`config.mk`:
```
export PLATFORM = sky130hd
export DESIGN_NAME = mcm_memory_crc_monitor
export DESIGN_NICKNAME = d
export VERILOG_FILES = /design/src/logic/mcm_memory_crc_monitor.v /design/src/logic/mcm_crc32_step.v
export VERILOG_INCLUDE_DIRS = /design/src /design/src/shared
export SDC_FILE = /design/constraint.sdc
export NUM_CORES = 1
export LEC_CHECK = 0
export CAP_MARGIN = 20
export CORE_ASPECT_RATIO = 2
export CORE_MARGIN = 2
export CORE_UTILIZATION = 47
export DETAILED_ROUTE_END_ITERATION = 12
export DONT_BUFFER_PORTS = 1
export PLACE_DENSITY = 0.66
export REMOVE_ABC_BUFFERS = 1
export SYNTH_ARGS = -nofsm -noshare
export SYNTH_HDL_FRONTEND = slang
export SYNTH_SLANG_ARGS = --single-unit
```
`constraint.sdc`:
```
create_clock -name clk_sys -period 5.5 [get_ports clk_sys]
set_input_delay 0 -clock clk_sys [delete_from_list [all_inputs] [get_ports clk_sys]]
set_output_delay 0 -clock clk_sys [all_outputs]
set_load 0.02 [all_outputs]
```
`src/shared/mcm_consts.vh`:
```
// Purpose: constants for the memory crc monitor
// Assumes: paged 16-bit register space, byte offsets within a page
// Notes: offsets are the even (low) byte address of each register
`ifndef MCM_CONSTS_VH
`define MCM_CONSTS_VH
// ****************************************
// page numbers
// ****************************************
`define MCM_PAGE_IDENT 8'h03
`define MCM_PAGE_CRC 8'h04
// ****************************************
// register offsets
// ****************************************
`define MCM_OFS_FACTORY_CONFIG_YEAR 7'h7c
`define MCM_OFS_BOOTLOADER_REVISION 7'h7e
`define MCM_OFS_CALIB_SIG_LOW 7'h04
`define MCM_OFS_CALIB_SIG_HIGH 7'h06
`define MCM_OFS_CALIB_CMP_LOW 7'h08
`define MCM_OFS_CALIB_CMP_HIGH 7'h0a
`define MCM_OFS_PROG_SIG_LOW 7'h0c
`define MCM_OFS_PROG_SIG_HIGH 7'h0e
`define MCM_OFS_PROG_CMP_LOW 7'h10
`define MCM_OFS_PROG_CMP_HIGH 7'h12
`define MCM_OFS_LOT_SERIAL 7'h20
// ****************************************
// fields and crc definition
// ****************************************
`define MCM_ERR_MEM_BIT 2
`define MCM_CRC_POLY 32'h04c1_1db7
`define MCM_CRC_INIT 32'hffff_ffff
`define MCM_CRC_XOROUT 32'hffff_ffff
`define MCM_RST_ZERO16 16'h0000
`endif

```
`src/logic/mcm_memory_crc_monitor.v`:
```
// Purpose: background crc checker for code and calibration memory, plus ident registers
// Assumes: memory words are presented on a read port with one cycle latency
// Notes: register reads are paged; reads return data one cycle after the strobe
`timescale 1ns/100ps
`include "mcm_consts.vh"
module mcm_memory_crc_monitor #(
  parameter CODE_WORDS = 1024,
  parameter CAL_WORDS = 256,
  parameter AW = 12,
  parameter [15:0] YEAR_BCD = 16'h2016,
  parameter [15:0] BOOT_REVISION = 16'h0100,
  parameter [15:0] SERIAL_VAL = 16'h0001,
  parameter [31:0] CODE_SIGNATURE = 32'h0000_0000,
  parameter [31:0] CAL_SIGNATURE = 32'h0000_0000
) (
  input wire clk_sys,
  input wire rst,
  input wire clk_en,
  // memory read port (code region then calibration region)
  output reg mem_rd_en_r,
  output reg mem_sel_cal_r,
  output reg [AW-1:0] mem_addr_r,
  input wire [15:0] mem_rdata,
  // paged register read port
  input wire [7:0] reg_page,
  input wire [6:0] reg_addr,
  input wire reg_rd,
  output reg [15:0] reg_rdata_r,
  output reg reg_rvalid_r,
  // system error flags, bit 2 is the memory error
  output reg [15:0] system_error_flags_r,
  output reg pass_done_r
);
  // sweep states, two-bit binary codes
  localparam ST_CODE = 2'd0;
  localparam ST_CAL = 2'd1;
  localparam ST_TAIL = 2'd2;
  localparam ST_LATCH = 2'd3;

  reg [1:0] state_r;
  reg [AW-1:0] cnt_r;
  reg data_vld_r;
  reg data_cal_r;
  reg [31:0] code_acc_r;
  reg [31:0] cal_acc_r;
  reg [31:0] code_cmp_r;
  reg [31:0] cal_cmp_r;
  reg cmp_pend_r;
  wire [31:0] acc_sel;
  wire [31:0] acc_next;
  wire [31:0] code_fin;
  wire [31:0] cal_fin;
  wire [31:0] cal_last;

  // one shared crc stepper; regions never overlap in time
  assign acc_sel = data_cal_r ? cal_acc_r : code_acc_r;
  mcm_crc32_step u_step (
    .crc_in(acc_sel),
    .data_in(mem_rdata),
    .crc_out(acc_next)
  );
  assign code_fin = code_acc_r ^ `MCM_CRC_XOROUT;

  // ****************************************
  // last calibration word fold
  // ****************************************
  // read latency puts the final cal word on the port in the latch cycle
  // itself; folding it through the stepper here keeps the pass at
  // words plus two cycles instead of adding a second drain state
  assign cal_last = (data_vld_r && data_cal_r) ? acc_next : cal_acc_r;
  assign cal_fin = cal_last ^ `MCM_CRC_XOROUT;

  // ****************************************
  // sweep sequencer
  // ****************************************
  // address issue runs free; the tail state drains the next-to-last read word
  always @(posedge clk_sys) begin
    if (rst) begin
      state_r <= ST_CODE;
      cnt_r <= {AW{1'b0}};
      mem_rd_en_r <= 1'b0;
      mem_sel_cal_r <= 1'b0;
      mem_addr_r <= {AW{1'b0}};
      data_vld_r <= 1'b0;
      data_cal_r <= 1'b0;
      pass_done_r <= 1'b0;
    end else if (clk_en) begin
      data_vld_r <= mem_rd_en_r;
      data_cal_r <= mem_sel_cal_r;
      pass_done_r <= 1'b0;
      case (state_r)
        ST_CODE: begin
          mem_rd_en_r <= 1'b1;
          mem_sel_cal_r <= 1'b0;
          mem_addr_r <= cnt_r;
          if (cnt_r == CODE_WORDS - 1) begin
            cnt_r <= {AW{1'b0}};
            state_r <= ST_CAL;
          end else begin
            cnt_r <= cnt_r + 1'b1;
          end
        end
        ST_CAL: begin
          mem_rd_en_r <= 1'b1;
          mem_sel_cal_r <= 1'b1;
          mem_addr_r <= cnt_r;
          if (cnt_r == CAL_WORDS - 1) begin
            cnt_r <= {AW{1'b0}};
            state_r <= ST_TAIL;
          end else begin
            cnt_r <= cnt_r + 1'b1;
          end
        end
        ST_TAIL: begin
          mem_rd_en_r <= 1'b0;
          state_r <= ST_LATCH;
        end
        ST_LATCH: begin
          pass_done_r <= 1'b1;
          state_r <= ST_CODE; // next pass starts straight away
        end
        default: begin
          state_r <= ST_CODE;
        end
      endcase
    end
  end

  // ****************************************
  // crc accumulation and result capture
  // ****************************************
  always @(posedge clk_sys) begin
    if (rst) begin
      code_acc_r <= `MCM_CRC_INIT;
      cal_acc_r <= `MCM_CRC_INIT;
      code_cmp_r <= 32'h0000_0000;
      cal_cmp_r <= 32'h0000_0000;
      cmp_pend_r <= 1'b0;
    end else if (clk_en) begin
      cmp_pend_r <= 1'b0;
      if (state_r == ST_LATCH) begin
        // all four words in one edge so a read never mixes passes
        code_cmp_r <= code_fin;
        cal_cmp_r <= cal_fin;
        code_acc_r <= `MCM_CRC_INIT;
        cal_acc_r <= `MCM_CRC_INIT;
        cmp_pend_r <= 1'b1;
      end else if (data_vld_r) begin
        if (data_cal_r) begin
          cal_acc_r <= acc_next;
        end else begin
          code_acc_r <= acc_next;
        end
      end
    end
  end

  // ****************************************
  // compare against factory signatures
  // ****************************************
  // compare uses the stored registers, one cycle after the capture
  // the bit is rewritten every pass, so a later clean pass clears it;
  // there is no host clear, which keeps the flag free of set/clear races
  always @(posedge clk_sys) begin
    if (rst) begin
      system_error_flags_r <= `MCM_RST_ZERO16;
    end else if (clk_en && cmp_pend_r) begin
      system_error_flags_r[`MCM_ERR_MEM_BIT] <=
        (cal_cmp_r[15:0] != CAL_SIGNATURE[15:0]) || (cal_cmp_r[31:16] != CAL_SIGNATURE[31:16]) ||
        (code_cmp_r[15:0] != CODE_SIGNATURE[15:0]) || (code_cmp_r[31:16] != CODE_SIGNATURE[31:16]);
    end
  end

  // ****************************************
  // paged register read
  // ****************************************
  // signatures are parameters, computed words come from the capture regs
  always @(posedge clk_sys) begin
    if (rst) begin
      reg_rdata_r <= `MCM_RST_ZERO16;
      reg_rvalid_r <= 1'b0;
    end else if (clk_en) begin
      reg_rvalid_r <= reg_rd;
      if (reg_rd) begin
        reg_rdata_r <= `MCM_RST_ZERO16; // unmapped reads as zero
        if (reg_page == `MCM_PAGE_IDENT) begin
          case (reg_addr)
            `MCM_OFS_FACTORY_CONFIG_YEAR: reg_rdata_r <= YEAR_BCD;
            `MCM_OFS_BOOTLOADER_REVISION: reg_rdata_r <= BOOT_REVISION;
            default: reg_rdata_r <= `MCM_RST_ZERO16;
          endcase
        end else if (reg_page == `MCM_PAGE_CRC) begin
          case (reg_addr)
            `MCM_OFS_CALIB_SIG_LOW: reg_rdata_r <= CAL_SIGNATURE[15:0];
            `MCM_OFS_CALIB_SIG_HIGH: reg_rdata_r <= CAL_SIGNATURE[31:16];
            `MCM_OFS_CALIB_CMP_LOW: reg_rdata_r <= cal_cmp_r[15:0];
            `MCM_OFS_CALIB_CMP_HIGH: reg_rdata_r <= cal_cmp_r[31:16];
            `MCM_OFS_PROG_SIG_LOW: reg_rdata_r <= CODE_SIGNATURE[15:0];
            `MCM_OFS_PROG_SIG_HIGH: reg_rdata_r <= CODE_SIGNATURE[31:16];
            `MCM_OFS_PROG_CMP_LOW: reg_rdata_r <= code_cmp_r[15:0];
            `MCM_OFS_PROG_CMP_HIGH: reg_rdata_r <= code_cmp_r[31:16];
            `MCM_OFS_LOT_SERIAL: reg_rdata_r <= SERIAL_VAL;
            default: reg_rdata_r <= `MCM_RST_ZERO16;
          endcase
        end
      end
    end
  end
endmodule // mcm_memory_crc_monitor

```
`src/logic/mcm_crc32_step.v`:
```
// Purpose: one 16-bit word step of a 32-bit crc, msb first
// Assumes: caller holds the running value
// Notes: purely combinational
`timescale 1ns/100ps
`include "mcm_consts.vh"
module mcm_crc32_step (
  input wire [31:0] crc_in,
  input wire [15:0] data_in,
  output reg [31:0] crc_out
);
  integer i;
  reg fb;
  // ****************************************
  // bitwise shift, 16 bits per call
  // ****************************************
  always @* begin
    crc_out = crc_in;
    fb = 1'b0;
    for (i = 15; i >= 0; i = i - 1) begin
      fb = crc_out[31] ^ data_in[i];
      crc_out = {crc_out[30:0], 1'b0} ^ (fb ? `MCM_CRC_POLY : 32'h0000_0000);
    end
  end
endmodule // mcm_crc32_step

```
==> summary.txt <==
Timing
  – Slew margin rel.: 37.72%
  – Final Hold Fails: 0
  – Fmax: 0.2514 GHz
  – Final Skew: 0.008455 ns
  – Count of final setup violators: 0
  – Max Transition Viols Final: 0
  – Worst Tran Pin Value: 0.9276 ns
  – RSZ-0062 raised after global routing: false
  – Min cycle time layout: 3.977 ns
  – Tcrit/Tclk final: 72.31%
  – Setup ws final: 1.523 ns
  – Setup tns final: 0 ns

Setup path
  – Worst Path Max Fanout: 31
  – Kind of critical path: flip-flop to flip-flop
  – Reg2reg end: cal_cmp_r[8]
  – Critical path endpoint category: flip-flop
  – Critical Path AT: 4.32 ns
  – WP data required: 5.84 ns
  – Reg2reg setup slack: 1.52 ns
  – R2r startpoint: data_cal_r
  – Worst setup SP type: flip-flop
  – R2r worst-path depth: 7

Drt
  – Drt pass-1 iters: 5
  – Routed len/inst: 22.56 µm
  – Antenna Violating Nets Remaining: 0
  – Routed WL: 29.62 mm
  – DR iter-0 viols: 489
  – Vias per inst: 5.867
  – Drt drc: 0
  – Via count: 7,704

Logic synthesis
  – Avg Synthesized Cell Area: 8.802 µm²
  – Distinct cells, synth: 55
  – Sequential fraction of the synthesis area: 38.01%
  – Primary FF master, synth: dfxtp_1
  – Synthesized instance count: 1,059
  – Mapped cell area: 9321 µm²
  – Async set-or-reset flop fraction in the synthesized netlist: 0%
  – Post-synth EDFFs: 0
  – Flops & latches, synth: 177
  – Synth warnings: 0

Global route
  – Global Route Usage Sum: 28.39%
  – First-pass GRT wire length: 45.04 mm
  – Largest net degree at the start of global routing: 105
  – Vias in the first global route: 7,493
  – Initial antenna violation count: 0
  – GRT Residual Overflow: 0

Clock network
  – Post CTS Setup Buffer Count: 0
  – Worst-path clk slew: 0.07 ns
  – CTS Hold Bufs: 15
  – Longest Clk Path Bufs: 2
  – Clock Latency Late Sink: 0.45 ns
  – Clk root buf: clkbuf_16
  – CTS sink cnt: 177
  – Post-CTS sizing: 0
  – CTS tree: yes
  – CTS H-tree depth: 4
  – Num CTS Buffers: 17

Layout
  – Final instance area: 10,220 µm²
  – Commonest non-fill, non-tap cell in the layout: dfxtp_1
  – Most frequent cells in the layout: 176 x dfxtp_1, 151 x nand2_1, 116 x nor2_1, 70 x xnor2_1, 55 x o211ai_1
  – Area Overhead vs Synth: 9.638%
  – Fin util: 52.76%
  – Final Net Count: 1,081
  – Share of layout cells above drive strength 1: 7.495%
  – Number of diodes: 0
  – Final non-filler cell total: 1,313

Floorplan
  – Core area: 19,370 µm²
  – Die Y-Extent: 203.2 µm
  – Die area: 21,040 µm²
  – Ports: 83
  – Chip Width: 103.6 µm
  – Initial Util: 48.13%
  – Row cnt: 72

Flow run
  – Max-cap violation count: 0

Hold path
  – Hold depth: 4
  – Hold WC Path Type: input port to flip-flop
  – Worst-case hold path end point: reg_rdata_r[2]
  – Min-delay src: reg_addr[1]

Place
  – I/O Buffers: 0
  – Setup WS pre-CTS: 1.538 ns
  – HPWL Detailed: 21.84 mm
  – Final GP Congestion: 1.032
  – Placed insts: 1,266
  – Area post-placement: 9478 µm²

Pwr
  – Static Leak: 4.039 nW
  – Peak VDD IR: 0.2389 mV
  – PwrDens: 369.8 nW/µm²

Outcome
  – Status: finished, final reports clean
## stage by stage
step	power [mW]	hold slack (ns)
2_1_floorplan	2.287	0.06907
3_3_place_gp	2.575	0.09176
3_5_place_dp	2.578	0.09246
4_1_cts	3.787	0.0003233
5_1_grt	3.907	0.02471
6_report	3.779	0.01015
## registers in the layout, summed over array words and instances (netlist names), 2 cells and up
register	flops
cnt_r	12
code_cmp_r	32
state_r	2
mem_addr_r	12
cal_cmp_r	32
reg_rdata_r	16
cal_acc_r	32
code_acc_r	32
## area by class of cell
type	instances	area, µm²
fill	1808	9149
multi-input combinational	807	5455
sequential	177	3545
clock buffer	17	425.4
tap	259	324.1
timing repair buffer	33	302.8
clock inverter	15	148.9
inverter	5	18.77
## routing by layer
metal,vias up,track usage (%),wire (µm)
met5,-,0,0
met3,102,4.602,1185
met2,292,53.41,15910
met4,0,20.37,2306
li1,3655,-,-
met1,3655,27.82,10220
## cell families (layout without fill, tap and decap cells)
kind of cell | count (synthesis) | count (layout) | share of synthesized area (%)
adders and majority gates | 5 | 5 | 0.6711
DFF | 177 | 177 | 38.01
buffers and inverters | 89 | 70 | 4.282
other | 1 | 15 | 0.04023
muxes | 35 | 35 | 3.812
xor gates and xnor gates | 148 | 148 | 18.67
and+or+nand+nor | 361 | 361 | 16.81
AOI/OAI and AO/OA | 243 | 243 | 17.70
## Yosys cell counts, drive strengths merged (15+ instances only)
cell    instances  area, µm²
xnor2          78      777.0
dfxtp         177       3543
a211oi         36      270.3
xnor3          19      430.4
nor4           20      125.1
nand2         151      566.8
clkbuf         59      221.5
o211ai         55      412.9
nor2b          15      93.84
nor2          116      435.4
mux2i          34      344.1
a22oi          37      277.8
o21ai          38      190.2
nand3          19      95.09
buf            25      158.9
xor2           48      461.7
a21oi          48      240.2
## worst max-delay path by stage
stage,startpoint,to,slack [ns],depth (start not counted)
after detailed placement,data_cal_r,cal_cmp_r[8],1.54,7
after floorplan,data_cal_r,cal_acc_r[5],0.55,4
after global placement,data_cal_r,code_acc_r[8],1.58,7
final,data_cal_r,cal_cmp_r[8],1.52,7
after global routing,data_cal_r,cal_acc_r[6],1.39,8
after CTS,data_cal_r,cal_cmp_r[8],1.52,7
## critical path, cell delays in order, from the launching register on
cell and delay, ns:
dfxtp_2 0.93, mux2i_1 0.25, xnor2_1 0.78, xnor3_2 0.69
xnor2_2 0.52, xnor2_1 0.17, xnor2_1 0.21, o41ai_1 0.28
## report_power, final
group	total, mW	switching, mW	internal, mW	leakage, nW
Combinational	1.27	0.729	0.539	2.33
Clock	1.19	0.588	0.601	0.280
Sequential	1.32	0.0227	1.30	1.43
Total	3.78	1.34	2.44	4.04
Note: power is estimated with default switching activity, not from simulation.
